--- config.mk ---
export PLATFORM = sky130hd
export DESIGN_NAME = ceaf_top
export DESIGN_NICKNAME = d
export VERILOG_FILES = /design/src/pkg/ceaf_pkg.sv /design/src/hdl/ceaf_top.sv
export SDC_FILE = /design/constraint.sdc
export NUM_CORES = 1
export LEC_CHECK = 0
export ABC_AREA = 1
export BUFFER_PORTS_ARGS = -buffer_cell sky130_fd_sc_hd__buf_2
export CAP_MARGIN = 20
export CORE_AREA = 2 2 335 337
export DETAILED_ROUTE_END_ITERATION = 8
export DIE_AREA = 0 0 337 339
export SYNTH_ARGS = -nofsm -noshare
export SYNTH_HDL_FRONTEND = slang
export SYNTH_SLANG_ARGS = --single-unit
--- constraint.sdc ---
create_clock -name CLOCK -period 23.8 [get_ports CLOCK]
set_input_delay 2.38 -clock CLOCK [delete_from_list [all_inputs] [get_ports CLOCK]]
set_output_delay 2.38 -clock CLOCK [all_outputs]
set_load 0.005 [all_outputs]
--- src/pkg/ceaf_pkg.sv ---
// constants, carriers and behaviour summary for the exception and arithmetic flag unit
// Behaviour
// - every exception dispatches through a handler address read from virtual page zero
// - saved pc is the next instruction, pushed in a return block before the handler
// - pending classes are served machine first, then system, then process
// - traps are taken only at an instruction boundary with an extended block
// - faults may be taken mid-instruction and push extra state beyond the block
// - non-global process exceptions use the current ring stack and handler, no ring change
// - only the thread that raised the exception is diverted
// - global exceptions go to a ring 0 handler
// - an enabled arithmetic exception pushes an extended trap frame then jumps
// - integer overflow sets vector or scalar flag, low result bits kept
// - longword multiply overflow keeps bits 0 to 52, upper bits undefined
// - integer divide by zero sets its flag and returns the dividend
// - float divide by zero sets flag, returns reserved operand or NaN
// - float overflow sets flag, forces reserved operand or infinity
// - float underflow sets flag and forces true zero regardless of enable
// - native sign 1 exponent 0 input is reserved; output reserved, zero fraction
// - IEEE NaN input traps and sets the reserved operand flag; here the trap is taken only when E_FLT is set
// - arithmetic groups trap only when enabled; otherwise only flagged
// - each enable covers its own group of status flags
// - status flags stay set until software clears them
// - arithmetic trap handler address is read at offset 0x44 of page zero
package ceaf_pkg;
    localparam logic [7:0] APB_FLAGS = 8'h00;
    localparam logic [7:0] APB_TRAP_EN = 8'h04;
    localparam logic [7:0] APB_STATUS = 8'h08;
    localparam logic [7:0] APB_HANDLER = 8'h0c;
    // status flag positions in processor_status_word
    localparam int F_VIV = 0;
    localparam int F_SCIV = 1;
    localparam int F_VDZ = 2;
    localparam int F_SCDZ = 3;
    localparam int F_FLDZ = 4;
    localparam int F_FOV = 5;
    localparam int F_FUN = 6;
    localparam int F_RSVD = 7;
    localparam int F_INTR = 8;
    localparam int NFLAG = 9;
    // trap enable positions
    localparam int E_IV = 0;
    localparam int E_DZ = 1;
    localparam int E_FLT = 2;
    localparam int E_FU = 3;
    localparam int E_IN = 4;
    localparam int NEN = 5;
    localparam logic [NEN-1:0] TRAP_EN_RST = 5'h00;
    localparam logic [7:0] ARITH_VEC_OFF = 8'h44;
    localparam logic [2:0] RING_KERNEL = 3'h0;
    localparam logic [31:0] WORD_BYTES = 32'h4;
    localparam logic [10:0] EXP_ZERO = 11'h000;
    localparam logic [10:0] EXP_ONES = 11'h7ff;
    // operand fields, shared by the native and ieee layouts
    localparam int FP_SIGN = 63;
    localparam int FP_EXP_HI = 62;
    localparam int FP_EXP_LO = 52;
    localparam int FP_FRAC_HI = 51;
    localparam logic [63:0] NATIVE_RSVD = 64'h8000_0000_0000_0000;
    localparam logic [63:0] IEEE_QNAN = 64'h7ff8_0000_0000_0000;
    localparam logic [62:0] IEEE_INF_MAG = 63'h7ff0_0000_0000_0000;
    localparam logic [63:0] TRUE_ZERO = 64'h0;

    typedef enum logic [2:0] {OP_IADD, OP_IMUL_L, OP_IDIV, OP_FDIV, OP_FOTHER} ceaf_op_t;

    typedef struct packed {
        logic valid;
        logic fault;
        logic global_exc;
        logic [7:0] vec_off;
        logic [1:0] tid;
        logic [31:0] next_pc;
        logic [31:0] fault_addr;
    } ceaf_exc_t;

    typedef struct packed {
        logic valid;
        ceaf_op_t op;
        logic vec;
        logic ieee;
        logic int_ovf;
        logic f_ovf;
        logic f_unf;
        logic intrinsic_err;
        logic [1:0] tid;
        logic [31:0] next_pc;
        logic [63:0] a;
        logic [63:0] b;
        logic [63:0] raw;
    } ceaf_arith_in_t;

    typedef struct packed {
        logic valid;
        logic [63:0] result;
    } ceaf_arith_out_t;

    typedef struct packed {
        logic valid;
        logic write;
        logic [2:0] ring;
        logic [31:0] addr;
        logic [31:0] wdata;
    } ceaf_mem_req_t;

    typedef struct packed {
        logic valid;
        logic [1:0] tid;
        logic [2:0] ring;
        logic [31:0] pc;
        logic [31:0] sp;
    } ceaf_redir_t;
endpackage

--- src/hdl/ceaf_top.sv ---
// exception sequencer with arithmetic exception detection, flags and apb registers
//
// Our own choices: the address map and the APB slave port.
`timescale 1ns/1ns
module ceaf_top (
    input wire logic CLOCK,
    input wire logic RST,
    input wire logic PSEL,
    input wire logic PENABLE,
    input wire logic PWRITE,
    input wire logic [7:0] PADDR,
    input wire logic [31:0] PWDATA,
    output logic [31:0] PRDATA,
    output logic PREADY,
    output logic PSLVERR,
    input wire ceaf_pkg::ceaf_exc_t EXC_MACH,
    input wire ceaf_pkg::ceaf_exc_t EXC_SYS,
    input wire ceaf_pkg::ceaf_exc_t EXC_PROC,
    input wire logic BOUNDARY,
    input wire logic [2:0] CUR_RING,
    input wire logic [31:0] CUR_SP,
    input wire logic [31:0] RING0_SP,
    input wire ceaf_pkg::ceaf_arith_in_t ARITH_IN,
    output ceaf_pkg::ceaf_arith_out_t ARITH_OUT,
    output ceaf_pkg::ceaf_mem_req_t MEM_REQ,
    input wire logic MEM_READY,
    input wire logic [31:0] MEM_RDATA,
    output ceaf_pkg::ceaf_redir_t REDIRECT
);
    import ceaf_pkg::*;

    typedef enum logic [2:0] {S_IDLE, S_PUSH_PC, S_PUSH_FLAGS, S_PUSH_XTRA, S_FETCH,
                              S_DISPATCH} ceaf_state_t;

    ////////////////////////////////////////////////////////////////////////////
    // arithmetic exception detection
    logic [NFLAG-1:0] flags_q;
    logic [NEN-1:0] trap_en_q;
    logic [NFLAG-1:0] ev;
    logic [NFLAG-1:0] en_mask;
    logic [10:0] a_exp, b_exp;
    logic is_fl, rsvd_in, b_fzero, arith_trap;
    logic [63:0] res_d;

    always_comb begin
        a_exp = ARITH_IN.a[FP_EXP_HI:FP_EXP_LO];
        b_exp = ARITH_IN.b[FP_EXP_HI:FP_EXP_LO];
        is_fl = ARITH_IN.op == OP_FDIV || ARITH_IN.op == OP_FOTHER;
        b_fzero = b_exp == EXP_ZERO && ARITH_IN.b[FP_FRAC_HI:0] == '0;
        rsvd_in = !ARITH_IN.ieee && ((ARITH_IN.a[FP_SIGN] && a_exp == EXP_ZERO)
                || (ARITH_IN.b[FP_SIGN] && b_exp == EXP_ZERO));
        if (ARITH_IN.ieee && (a_exp == EXP_ONES || b_exp == EXP_ONES)) begin
            rsvd_in = 1'b1;
        end
        rsvd_in = rsvd_in && is_fl && ARITH_IN.valid;
        ev = '0;
        ev[F_VIV] = ARITH_IN.valid && !is_fl && ARITH_IN.int_ovf && ARITH_IN.vec;
        ev[F_SCIV] = ARITH_IN.valid && !is_fl && ARITH_IN.int_ovf && !ARITH_IN.vec;
        ev[F_VDZ] = ARITH_IN.valid && ARITH_IN.op == OP_IDIV && ARITH_IN.b == '0
                    && ARITH_IN.vec;
        ev[F_SCDZ] = ARITH_IN.valid && ARITH_IN.op == OP_IDIV && ARITH_IN.b == '0
                    && !ARITH_IN.vec;
        ev[F_FLDZ] = ARITH_IN.valid && ARITH_IN.op == OP_FDIV && b_fzero && !rsvd_in;
        ev[F_FOV] = ARITH_IN.valid && is_fl && ARITH_IN.f_ovf && !rsvd_in;
        ev[F_FUN] = ARITH_IN.valid && is_fl && ARITH_IN.f_unf && !rsvd_in;
        ev[F_RSVD] = rsvd_in;
        ev[F_INTR] = ARITH_IN.valid && ARITH_IN.intrinsic_err;
    end

    always_comb begin
        en_mask = '0;
        en_mask[F_VIV] = trap_en_q[E_IV];
        en_mask[F_SCIV] = trap_en_q[E_IV];
        en_mask[F_VDZ] = trap_en_q[E_DZ];
        en_mask[F_SCDZ] = trap_en_q[E_DZ];
        en_mask[F_FOV] = trap_en_q[E_FLT];
        en_mask[F_RSVD] = trap_en_q[E_FLT];
        en_mask[F_FLDZ] = trap_en_q[E_FLT];
        en_mask[F_FUN] = trap_en_q[E_FU];
        en_mask[F_INTR] = trap_en_q[E_IN];
    end

    // one trap request for all enabled events
    assign arith_trap = |(ev & en_mask);

    always_comb begin
        res_d = ARITH_IN.raw;
        if (rsvd_in) begin
            res_d = ARITH_IN.ieee ? IEEE_QNAN : NATIVE_RSVD;
        end else if (ev[F_FLDZ]) begin
            res_d = ARITH_IN.ieee ? IEEE_QNAN : NATIVE_RSVD;
        end else if (ev[F_FOV]) begin
            res_d = ARITH_IN.ieee ? {ARITH_IN.raw[FP_SIGN], IEEE_INF_MAG} : NATIVE_RSVD;
        end else if (ev[F_FUN]) begin
            res_d = TRUE_ZERO;
        end else if (ev[F_VDZ] || ev[F_SCDZ]) begin
            res_d = ARITH_IN.a;
        end
        // overflow passes the wrapped product, low bits exact
    end

    always_ff @(posedge CLOCK or posedge RST) begin
        if (RST) begin
            ARITH_OUT <= '0;
        end else begin
            ARITH_OUT.valid <= ARITH_IN.valid;
            ARITH_OUT.result <= res_d;
        end
    end

    ////////////////////////////////////////////////////////////////////////////
    // apb registers
    logic apb_acc, apb_wr, apb_map;
    logic [NFLAG-1:0] w1c;
    logic [31:0] handler_q;
    ceaf_state_t state_q;

    assign apb_acc = PSEL && PENABLE;
    assign apb_wr = apb_acc && PWRITE;
    assign apb_map = PADDR == APB_FLAGS || PADDR == APB_TRAP_EN || PADDR == APB_STATUS
                     || PADDR == APB_HANDLER;
    // zero wait state slave, error on unmapped offsets
    assign PREADY = 1'b1;
    assign PSLVERR = apb_acc && !apb_map;
    assign w1c = (apb_wr && PADDR == APB_FLAGS) ? PWDATA[NFLAG-1:0] : '0;

    // sticky flags, a new event wins over the clear
    always_ff @(posedge CLOCK or posedge RST) begin
        if (RST) begin
            flags_q <= '0;
        end else begin
            flags_q <= (flags_q & ~w1c) | ev;
        end
    end

    always_ff @(posedge CLOCK or posedge RST) begin
        if (RST) begin
            trap_en_q <= TRAP_EN_RST;
        end else if (apb_wr && PADDR == APB_TRAP_EN) begin
            trap_en_q <= PWDATA[NEN-1:0];
        end
    end

    always_ff @(posedge CLOCK or posedge RST) begin
        if (RST) begin
            PRDATA <= '0;
        end else if (PSEL && !PENABLE && !PWRITE) begin
            unique case (PADDR)
                APB_FLAGS: PRDATA <= 32'(flags_q);
                APB_TRAP_EN: PRDATA <= 32'(trap_en_q);
                APB_STATUS: PRDATA <= 32'(state_q);
                APB_HANDLER: PRDATA <= handler_q;
                default: PRDATA <= '0;
            endcase
        end
    end

    ////////////////////////////////////////////////////////////////////////////
    // pending exceptions per class
    ceaf_exc_t mach_q, sys_q, proc_q, proc_new, cur_q;
    logic take, take_m, take_s, take_p, sel_fault;

    always_comb begin
        proc_new = EXC_PROC;
        // an enabled arithmetic exception becomes a process trap
        if (arith_trap) begin
            proc_new = '0;
            proc_new.valid = 1'b1;
            proc_new.vec_off = ARITH_VEC_OFF;
            proc_new.tid = ARITH_IN.tid;
            proc_new.next_pc = ARITH_IN.next_pc;
        end
    end

    assign take_m = mach_q.valid;
    assign take_s = !mach_q.valid && sys_q.valid;
    assign take_p = !mach_q.valid && !sys_q.valid && proc_q.valid;
    assign sel_fault = take_m ? mach_q.fault : take_s ? sys_q.fault : proc_q.fault;
    // traps wait for a boundary, faults do not
    assign take = state_q == S_IDLE && (take_m || take_s || take_p)
                  && (sel_fault || BOUNDARY);

    // a request arriving as its class is taken stays pending
    always_ff @(posedge CLOCK or posedge RST) begin
        if (RST) begin
            mach_q <= '0;
            sys_q <= '0;
            proc_q <= '0;
        end else begin
            if (EXC_MACH.valid) begin
                mach_q <= EXC_MACH;
            end else if (take && take_m) begin
                mach_q.valid <= 1'b0;
            end
            if (EXC_SYS.valid) begin
                sys_q <= EXC_SYS;
            end else if (take && take_s) begin
                sys_q.valid <= 1'b0;
            end
            if (proc_new.valid) begin
                proc_q <= proc_new;
            end else if (take && take_p) begin
                proc_q.valid <= 1'b0;
            end
        end
    end

    ////////////////////////////////////////////////////////////////////////////
    // dispatch sequence
    logic [31:0] sp_q;
    logic [2:0] ring_q;
    logic kernel_sel;
    logic mem_done;

    assign kernel_sel = !take_p || proc_q.global_exc;
    assign mem_done = MEM_REQ.valid && MEM_READY;

    always_ff @(posedge CLOCK or posedge RST) begin
        if (RST) begin
            state_q <= S_IDLE;
        end else begin
            unique case (state_q)
                S_IDLE: if (take) state_q <= S_PUSH_PC;
                S_PUSH_PC: if (mem_done) state_q <= S_PUSH_FLAGS;
                S_PUSH_FLAGS: if (mem_done) state_q <= cur_q.fault ? S_PUSH_XTRA : S_FETCH;
                S_PUSH_XTRA: if (mem_done) state_q <= S_FETCH;
                S_FETCH: if (mem_done) state_q <= S_DISPATCH;
                S_DISPATCH: state_q <= S_IDLE;
            endcase
        end
    end

    always_ff @(posedge CLOCK or posedge RST) begin
        if (RST) begin
            cur_q <= '0;
            ring_q <= RING_KERNEL;
            sp_q <= '0;
        end else if (take) begin
            cur_q <= take_m ? mach_q : take_s ? sys_q : proc_q;
            // non-global process stays in its ring, global and others go to ring 0
            ring_q <= kernel_sel ? RING_KERNEL : CUR_RING;
            sp_q <= kernel_sel ? RING0_SP : CUR_SP;
        end else if (mem_done && state_q != S_FETCH) begin
            sp_q <= sp_q - WORD_BYTES;
        end
    end

    // return block words pushed before the handler fetch
    always_comb begin
        MEM_REQ = '0;
        MEM_REQ.ring = ring_q;
        MEM_REQ.addr = sp_q - WORD_BYTES;
        MEM_REQ.write = 1'b1;
        unique case (state_q)
            S_PUSH_PC: begin
                MEM_REQ.valid = 1'b1;
                MEM_REQ.wdata = cur_q.next_pc;
            end
            S_PUSH_FLAGS: begin
                MEM_REQ.valid = 1'b1;
                MEM_REQ.wdata = 32'({trap_en_q, flags_q});
            end
            S_PUSH_XTRA: begin
                MEM_REQ.valid = 1'b1;
                MEM_REQ.wdata = cur_q.fault_addr;
            end
            S_FETCH: begin
                MEM_REQ.valid = 1'b1;
                MEM_REQ.write = 1'b0;
                MEM_REQ.addr = 32'(cur_q.vec_off);
            end
            default: MEM_REQ.valid = 1'b0;
        endcase
    end

    always_ff @(posedge CLOCK or posedge RST) begin
        if (RST) begin
            handler_q <= '0;
        end else if (state_q == S_FETCH && mem_done) begin
            handler_q <= MEM_RDATA;
        end
    end

    // only the raising thread is redirected
    always_ff @(posedge CLOCK or posedge RST) begin
        if (RST) begin
            REDIRECT <= '0;
        end else begin
            REDIRECT.valid <= state_q == S_FETCH && mem_done;
            REDIRECT.tid <= cur_q.tid;
            REDIRECT.ring <= ring_q;
            REDIRECT.pc <= MEM_RDATA;
            REDIRECT.sp <= sp_q;
        end
    end

    ////////////////////////////////////////////////////////////////////////////
    // assertions
    AST_PRIO: assert property (@(posedge CLOCK) disable iff (RST)
        take && mach_q.valid |=> cur_q.vec_off == $past(mach_q.vec_off))
        else $error("machine class not served first");
    AST_TRAP_BND: assert property (@(posedge CLOCK) disable iff (RST)
        take && !sel_fault |-> BOUNDARY)
        else $error("trap taken off a boundary");
    AST_PC_FIRST: assert property (@(posedge CLOCK) disable iff (RST)
        take |=> MEM_REQ.valid && MEM_REQ.write && MEM_REQ.wdata == cur_q.next_pc)
        else $error("saved pc not pushed first");
    AST_ARITH_VEC: assert property (@(posedge CLOCK) disable iff (RST)
        state_q == S_FETCH && cur_q.vec_off == ARITH_VEC_OFF |-> MEM_REQ.addr == 32'h44)
        else $error("arithmetic vector offset wrong");
    AST_KERNEL: assert property (@(posedge CLOCK) disable iff (RST)
        take && take_p && proc_q.global_exc |=> ring_q == RING_KERNEL)
        else $error("global exception not sent to ring 0");
    AST_LOCAL: assert property (@(posedge CLOCK) disable iff (RST)
        take && take_p && !proc_q.global_exc |=> ring_q == $past(CUR_RING))
        else $error("process exception changed ring");
    AST_STICKY: assert property (@(posedge CLOCK) disable iff (RST)
        flags_q[F_RSVD] && !w1c[F_RSVD] |=> flags_q[F_RSVD])
        else $error("flag lost without software clear");
    AST_DIVZ: assert property (@(posedge CLOCK) disable iff (RST)
        ev[F_SCDZ] |=> ARITH_OUT.result == $past(ARITH_IN.a) && flags_q[F_SCDZ])
        else $error("divide by zero result not dividend");
    AST_UNF: assert property (@(posedge CLOCK) disable iff (RST)
        ev[F_FUN] |=> ARITH_OUT.result == TRUE_ZERO)
        else $error("underflow result not zero");
    AST_MASKED: assert property (@(posedge CLOCK) disable iff (RST)
        ARITH_IN.valid && (ev & en_mask) == '0 && !EXC_PROC.valid |=> !proc_q.valid
        || $past(proc_q.valid))
        else $error("masked exception trapped");
    AST_REDIR: assert property (@(posedge CLOCK) disable iff (RST)
        state_q == S_FETCH && mem_done |=> REDIRECT.valid && REDIRECT.pc == handler_q)
        else $error("handler address not dispatched");

    COV_ARITH_TRAP: cover property (@(posedge CLOCK) disable iff (RST)
        arith_trap ##[1:40] REDIRECT.valid);
    COV_FAULT: cover property (@(posedge CLOCK) disable iff (RST)
        state_q == S_PUSH_XTRA && mem_done);
    COV_MULTI: cover property (@(posedge CLOCK) disable iff (RST)
        ev[F_FOV] && ev[F_INTR]);
endmodule

After elaboration in Yosys (flattened, before gate mapping)
Cells that the tools add are included.
{"block": "op_classes", "add_sub_neg": 1, "eq_ne": 19, "muxes": 36, "n_bitwise": 4, "n_reduce_logical": 76}
{"cell": "2-to-1 mux 64 bit", "count": 7}
{"cell": "2-to-1 mux 76 bit", "count": 2}
{"cell": "2-to-1 mux 32 bit", "count": 4}
{"cell": "one-hot mux 32 bit (4 select lines)", "count": 1}
{"cell": "one-hot mux 32 bit (3 select lines)", "count": 1}
{"cell": "2-to-1 mux 77 bit", "count": 1}
{"cell": "logical NOT 64 bit", "count": 1}
{"cell": "logical NOT 52 bit", "count": 1}
{"cell": "logical AND 1 bit", "count": 42}
{"cell": "subtractor 32 x 3 -> 32 bit (second input constant)", "count": 1}
{"cell": "equality test 11 bit (second input constant)", "count": 2}
{"cell": "logical NOT 11 bit", "count": 2}
{"cell": "2-to-1 mux 3 bit", "count": 7}
{"cell": "AND 9 bit", "count": 2}
{"cell": "one-hot mux 3 bit (6 select lines)", "count": 1}
{"cell": "equality test 8 x 4 -> 1 bit (second input constant)", "count": 2}
{"cell": "equality test 3 x 2 -> 1 bit (second input constant)", "count": 4}
{"cell": "logical OR 1 bit", "count": 11}
{"cell": "2-to-1 mux 1 bit", "count": 11}
{"cell": "logical NOT 1 bit", "count": 10}
{"cell": "inequality test 2 bit (second input constant)", "count": 5}
{"cell": "equality test 3 bit (second input constant)", "count": 3}
{"cell": "2-to-1 mux 9 bit", "count": 1}
{"cell": "inverter 9 bit", "count": 1}
{"cell": "other kinds (10)", "count": 13}
{"block": "word_totals", "regBits": 557, "inputBits": 613, "out_inout_bits": 238, "wordCells": 176}

Longest topological paths before layout
Gate-level depths: netlist of the first run.
{"block": "logic_depth", "depth_word": 13, "ltp_mapped": 14, "depth_no_buf": 13}

Worst setup path before layout of the first run
Ideal clock, no wire load.
{"block": "synth_timing", "path_type": "input to output", "startpoint": "input PADDR[7]", "endpoint": "output PSLVERR", "arrival_ns": 2.766, "t_required_ns": 21.420, "slack_ns": 18.654, "stages": 6, "n_path_buf": 0, "cell_sequence": "nor2_1 > nand2_1 > inv_1 > nand2_1 > nand3_1 > inv_1"}
{"block": "synth_between", "elab_chain_len": 6, "elab_cells_between_ends": 9, "classes_between": "eq/ne (3); reduce/logical (6)"}
{"item": "from (decl)", "line_no": "ceaf_top.sv:11", "rtl": "input wire logic [7:0] PADDR,"}
{"item": "equality test 8 x 3 -> 1 bit or logical NOT 8 bit (tied branches)", "line_no": "ceaf_top.sv:120", "rtl": "assign apb_map = PADDR == APB_FLAGS || PADDR == APB_TRAP_EN || PADDR == APB_STATUS"}
{"item": "logical OR 1 bit (2 in a row)", "line_no": "ceaf_top.sv:120"}
{"item": "logical OR 1 bit (*)", "line_no": "ceaf_top.sv:121", "rtl": "|| PADDR == APB_HANDLER;"}
{"item": "logical NOT 1 bit (*)", "line_no": "ceaf_top.sv:124", "rtl": "assign PSLVERR = apb_acc && !apb_map;"}
{"item": "logical AND 1 bit (*)", "line_no": "ceaf_top.sv:124"}
{"item": "to (decl)", "line_no": "ceaf_top.sv:15", "rtl": "output logic PSLVERR,"}
Mark *: on every way between the ends. The rest lies on a longest branch, timed or not.

==> results of run 1 <==
## cell families (layout without fill, tap and decap cells)
family / after synthesis / in the layout / share of synthesized area [%]
AO/OA/AOI/OAI: 493 / 493 / 11.5
XOR/XNOR: 26 / 26 / 0.929
adder cells (fa/ha/maj): 1 / 1 / 0.0510
buffers and inverters: 309 / 1117 / 5.36
flip-flops: 555 / 555 / 56.6
other: 1 / 16 / 0.0153
AND/OR/NAND/NOR: 1544 / 1544 / 25.5
## synth_stat cells (all sizes together) (2+ instances only)
master / count / area share (%)
a211oi: 5 / 0.15
a21oi: 143 / 2.9
a221oi: 2 / 0.071
a22o: 21 / 0.75
a22oi: 34 / 1.0
a31oi: 34 / 0.87
and2: 4 / 0.10
buf: 64 / 1.6
clkbuf: 108 / 1.7
clkinv: 5 / 0.077
dfrtp: 555 / 57
inv: 132 / 2.0
nand2: 1166 / 18
nand3: 82 / 1.7
nand3b: 36 / 1.1
nand4: 47 / 1.2
nor2: 191 / 3.0
nor3: 5 / 0.14
nor4: 3 / 0.077
o211ai: 15 / 0.48
o21ai: 206 / 4.2
o221ai: 8 / 0.29
o22ai: 14 / 0.36
o311ai: 5 / 0.18
or2: 9 / 0.23
xnor2: 3 / 0.11
xor2: 23 / 0.82
## area by class of cell
type,instances,area (µm²)
Antenna cell,15,37.5
Clock buffer,94,1990
Clock inverter,26,337
Fill cell,11900,77900
Inverter,137,527
Multi-Input combinational cell,2065,9370
Sequential cell,555,13900
Tap cell,1488,1860
Timing Repair Buffer,860,4410
## power by group through the flow
stage          logic [W]  clock network (W)  registers (W)
3_3_place_gp    0.000884                  0        0.00130
4_1_cts         0.000897            0.00112        0.00129
2_1_floorplan   0.000479                  0        0.00125
6_report        0.000884            0.00109        0.00129
3_5_place_dp    0.000892                  0        0.00131
5_1_grt         0.000992            0.00115        0.00131
## per-layer routing
metal | wire length, µm | GRT usage [%]
met5 | 207 | 0
met4 | 2600 | 5.15
met3 | 9700 | 5.64
met2 | 51900 | 31.0
met1 | 46200 | 23.7
## through the flow
stage                     cell area, µm²  total power [W]  utilization, %  hold slack, ns  setup slack [ns]
after floorplan                    24500          0.00173               -           0.354              5.90
after global placement             30000          0.00218            27.2           0.361             17.57
after detailed placement           30000          0.00220            27.2           0.366             17.55
after CTS                          32400          0.00331            29.3           0.380             18.18
after global routing               32400          0.00345            29.4           0.392             18.03
final                              32400          0.00326            29.4           0.383             18.23
## sequential cells by signal, indices dropped and copies added, names as in the netlist
| signal | cells |
|---|---|
| handler_q | 32 |
| sp_q | 32 |
| trap_en_q | 5 |
| PRDATA | 32 |
| mach_q | 75 |
| ARITH_OUT | 65 |
| proc_q | 77 |
| sys_q | 76 |
| state_q | 3 |
| ring_q | 3 |
| cur_q | 75 |
| take_m | 1 |
| flags_q | 9 |
| REDIRECT | 70 |
## worst max-delay path by stage
| stage | start | end | slack (ns) |
|---|---|---|---|
| after floorplan | RST | ARITH_OUT[0] | 5.90 |
| after global routing | sp_q[2] | MEM_REQ[58] | 18.03 |
| final | sp_q[2] | MEM_REQ[58] | 18.23 |
| after detailed placement | ARITH_IN[91] | proc_q[68] | 17.55 |
| after global placement | ARITH_IN[91] | proc_q[68] | 17.57 |
| after CTS | sp_q[2] | MEM_REQ[58] | 18.18 |
## worst max-delay path, cell delays in order, from the launching register on
cell and delay [ns]:
dfrtp_1 0.41, inv_1 0.11, ha_1 0.19, nand2_1 0.15
nor4_1 0.79, nand3_1 0.28, xor2_1 0.24, nor2_1 0.23
buf_2 0.18
==> metrics.txt, run 1 <==
HP Start=cur_q[65]; WP data required=about 21 ns; Avg Inst Size Synth=roughly 8.4 µm²; clock slew at reported path FFs=0.06 ns; via/cell ratio=between 4 and 5; RSZ-0062 raised after global routing=false; # clock sinks=555; Final min period=5.57 ns; Max Freq=179 MHz; register-to-register setup slack=between 15 and 20 ns; Syn Nets=3,543; status=complete, no violations; vias in the first global route=between 20,000 and 25,000; Slew Limit Fails=0; Worst-Skew Late Latency=0.63 ns; Final Hold Violating Endpoints=0; first-pass GRT wire length=~160,000 µm; worst rel slew slack=about a quarter; initial antenna violation count=39; Hold Path Class=flop to flop; site row count=122; Post-CTS Setup Repair Bufs=0; Iteration-0 DRC Markers=~1,800; P_int=roughly 0.0021 W; Peak VDD IR=0.0000622 V; pin slew with the least headroom to its limit=approximately 1.1 ns; # placed instances=about 5,100; crit path launch type=flop; maximum clock path buffer count=3; pin count of the biggest net entering global routing=around 120; Crit Path Max Fanout=5; die area=around 0.11 mm²; top_reg_cell synth=dfrtp_1; core area=0.110 mm²; Initial Util=roughly 22%; total CTS buffers=67; die extent in y=around 340 µm; PortBufs=about 820; Synth Instances=approximately 2,900; GP Congestion=between 0.9 and 1; Post-route DRC=0; H-tree levels=3; commonest non-fill, non-tap cell in the layout=nand2_1; Fin Setup TNS=0 ns; power per cell area=approximately 100 mW/mm²; share of the yosys chip area belonging to registers=56.6%; fin nets=~4,300; clk_skew=between 0.03 and 0.04 ns; Hold Path Sink=REDIRECT[68]; HPWL after DPL=81,900 µm; Combinational Power Share=about 27%; WL/cell=between 20 and 25 µm; synthesized area=0.0245 mm²; commonest cells after routing, fill and taps aside=nand2_1 (1,164), buf_2 (821), dfrtp_1 (554), o21ai_0 (192), nor2_1 (180); R2R depth=12; Async SR Flop Fraction=100%; Worst Path Arrival=3.19 ns; EDFF count, synth=0; CP endpoint kind=primary output; CTS tree=built; Hold Crit Depth=0; GRT Residual Overflow=0; DR pass1 iterations=6; Netlist cell types=between 40 and 50; max-cap check violation count=0; final setup fails=0; Flop pwr share=between 30% and 40%; fin cells=roughly 5,200; Vias=around 23,000; Clock power frac=between 30% and 40%; total wire length=111,000 µm; flops & latches, synth=roughly 560; PostCTS Resize Cnt=0; switching power=~0.0012 W; Setup Crit Path Kind=flop to primary output; YS warnings=0; period utilisation layout=about a quarter; Hold-fix buffers, CTS=0; GRT Total Usage=approximately a fifth; root buf cell=clkbuf_16; Post-DRT Antenna Nets=0; Lkg Pwr=~16 nW; Layout area overhead=32.3%; layout cell share with drive strength beyond 1=a little over a quarter; Die W=approximately 340 µm; R2R Path End=sp_q[20]; Switching Share=a little over a third; RR Startpoint=sys_q[76]; I/O pin cnt=roughly 850
No activity file was read; power rests on OpenSTA's default activity.
==> run 2: changes to the inputs <==
--- a/config.mk
+++ b/config.mk
@@ -8,9 +8,9 @@
 export ABC_AREA = 1
 export BUFFER_PORTS_ARGS = -buffer_cell sky130_fd_sc_hd__buf_2
 export CAP_MARGIN = 20
-export CORE_AREA = 2 2 335 337
+export CORE_AREA = 2 2 333 335
 export DETAILED_ROUTE_END_ITERATION = 8
-export DIE_AREA = 0 0 337 339
+export DIE_AREA = 0 0 335 337
 export SYNTH_ARGS = -nofsm -noshare
 export SYNTH_HDL_FRONTEND = slang
 export SYNTH_SLANG_ARGS = --single-unit
==> constraint.sdc (replaced) <==
create_clock -name CLOCK -period 4.7 [get_ports CLOCK]
set_input_delay 0.47 -clock CLOCK [delete_from_list [all_inputs] [get_ports CLOCK]]
set_output_delay 0.47 -clock CLOCK [all_outputs]
set_load 0.005 [all_outputs]
==> metrics.txt, run 2 (same netlist as run 1, synthesis figures left out) <==
status=complete, no violations; CP endpoint kind=primary output; R2R depth=8; Hold Path Class=primary input to flop; pin count of the biggest net entering global routing=roughly 100; Post-DRT Antenna Nets=0; clock slew at reported path FFs=~0.06 ns; root buf cell=clkbuf_16; site row count=approximately 120; Storage cell area=roughly 0.014 mm²; Vias=approximately 24,000; worst rel slew slack=30.1%; Switching Share=between 30% and 40%; RR Startpoint=take_m; Final Hold Violating Endpoints=0; Clock power frac=between 30% and 40%; HP Start=EXC_SYS[51]; Initial Util=between 20% and 30%; WL/cell=20.5 µm; Slew Limit Fails=0; multi-input logic area=~0.0094 mm²; die extent in y=~340 µm; WP data required=approximately 4.2 ns; Iteration-0 DRC Markers=between 1,500 and 2,000; final setup fails=0; Peak VDD IR=~0.00024 V; vias in the first global route=~23,000; filler instances=approximately 12,000; Worst-Skew Late Latency=roughly 0.63 ns; fin nets=around 4,400; pin slew with the least headroom to its limit=~1.0 ns; GP Congestion=0.890; Largest regs=proc_q x77, sys_q x76; crit path launch type=flop; P_int=between 0.01 and 0.015 W; Combinational Power Share=27.2%; Largest register FFs=77; CP Launch Point=sp_q[2]; max-cap check violation count=0; Hold Path Sink=sys_q[51]; Post-route DRC=0; R2R Path End=sp_q[20]; Post-CTS Setup Repair Bufs=0; via/cell ratio=approximately 4.5; Overall Power=about 0.017 W; total wire length=approximately 110,000 µm; Flop pwr share=roughly 40%; Lkg Pwr=16.7 nW; PortBufs=about 820; H-tree levels=3; Post-DP Area=between 0.03 and 0.04 mm²; Layout area overhead=35.1%; register-to-register setup slack=between 1.5 and 2 ns; DR pass1 iterations=5; Hold Crit Depth=3; commonest non-fill, non-tap cell in the layout=nand2_1; HPWL after DPL=between 80,000 and 90,000 µm; clk_skew=0.0262 ns; # clock sinks=555; initial antenna violation count=32; commonest cells after routing, fill and taps aside=nand2_1 (1,164), buf_2 (821), dfrtp_1 (554), o21ai_0 (192), nor2_1 (180); layout cell share with drive strength beyond 1=between 20 and 30%; core area=0.110 mm²; CTS tree=built; Fin Setup TNS=0 ns; Die W=335 µm; total CTS buffers=around 70; final cell area excluding filler cells=between 0.03 and 0.04 mm²; Crit Path Max Fanout=5; GRT Total Usage=18.3%; I/O pin cnt=between 800 and 900; most flop-heavy register=proc_q; Setup Crit Path Kind=flop to primary output; power per cell area=500 mW/mm²; Worst Path Arrival=a little over 3 ns; Core Util, Final=between 30% and 40%; switching power=between 0.005 and 0.006 W; RSZ-0062 raised after global routing=false; Max Freq=between 200 and 300 MHz; first-pass GRT wire length=roughly 150,000 µm; maximum clock path buffer count=3; die area=between 0.1 and 0.15 mm²; Final min period=between 3 and 4 ns; GRT Residual Overflow=0; period utilisation layout=between 70% and 80%
run 2: changes by cell type in the layout (fill, tap and decap cells not counted), sizes merged:
cell / delta
clkinv: -2
dlygate4sd3: +48
clkinvlp: +3
buf: +13
diode: +8
run 2: worst max-delay path by stage:
stage               cells past startpoint  slack (ns)            to
global route                            8        0.97   MEM_REQ[58]
detailed placement                     13        1.42     proc_q[5]
finish                                  8        1.12   MEM_REQ[58]
global placement                       13        1.45    proc_q[24]
floorplan                               1       -3.32  ARITH_OUT[0]
CTS                                     7        1.08    MEM_REQ[2]
run 2: what timing repair did:
action | in CTS | in global routing
gates resized for setup | 0 | 0
hold endpoints to repair | 47 | 36
hold buffers | 47 | 1
run 2: layer usage:
layer	vias to the layer above	GRT usage [%]	wire length, µm
met5	-	0	116
met4	18	7.80	3770
met3	167	5.39	8780
met2	906	28.5	48700
met1	11400	23.7	46000
li1	11200	-	-
run 2: through the flow:
step	hold slack, ns	worst slack [ns]	instances
2_1_floorplan	0.354	-3.32	2929
3_3_place_gp	0.360	1.45	5054
3_5_place_dp	0.360	1.42	5054
4_1_cts	0.00000294	1.08	5222
5_1_grt	0.0248	0.967	5238
6_report	0.0550	1.12	5248
run 2: layout make-up:
type | count | share of cell area, %
antenna | 23 | 0.174
inverter | 137 | 1.58
clock buffer | 94 | 6.02
clock inverter | 27 | 1.04
sequential | 555 | 41.9
multi-input combinational | 2065 | 28.3
timing repair buffer | 921 | 15.6
tap | 1426 | 5.39
run 2: critical path, stage by stage, from the launching register on:
cell and delay [ns]:
dfrtp_1 0.41, inv_1 0.11, ha_1 0.20, nand2_1 0.14, nor4_1 0.72, nand3_1 0.29, xor2_1 0.23, nor2_1 0.19
buf_2 0.18
run 2: power by group through the flow:
stage	Combinational (W)	Clock (W)	Sequential, W
floorplan	0.00243	0	0.00631
global placement	0.00445	0	0.00661
detailed placement	0.00451	0	0.00663
CTS	0.00456	0.00569	0.00655
global route	0.00505	0.00587	0.00664
finish	0.00451	0.00553	0.00652
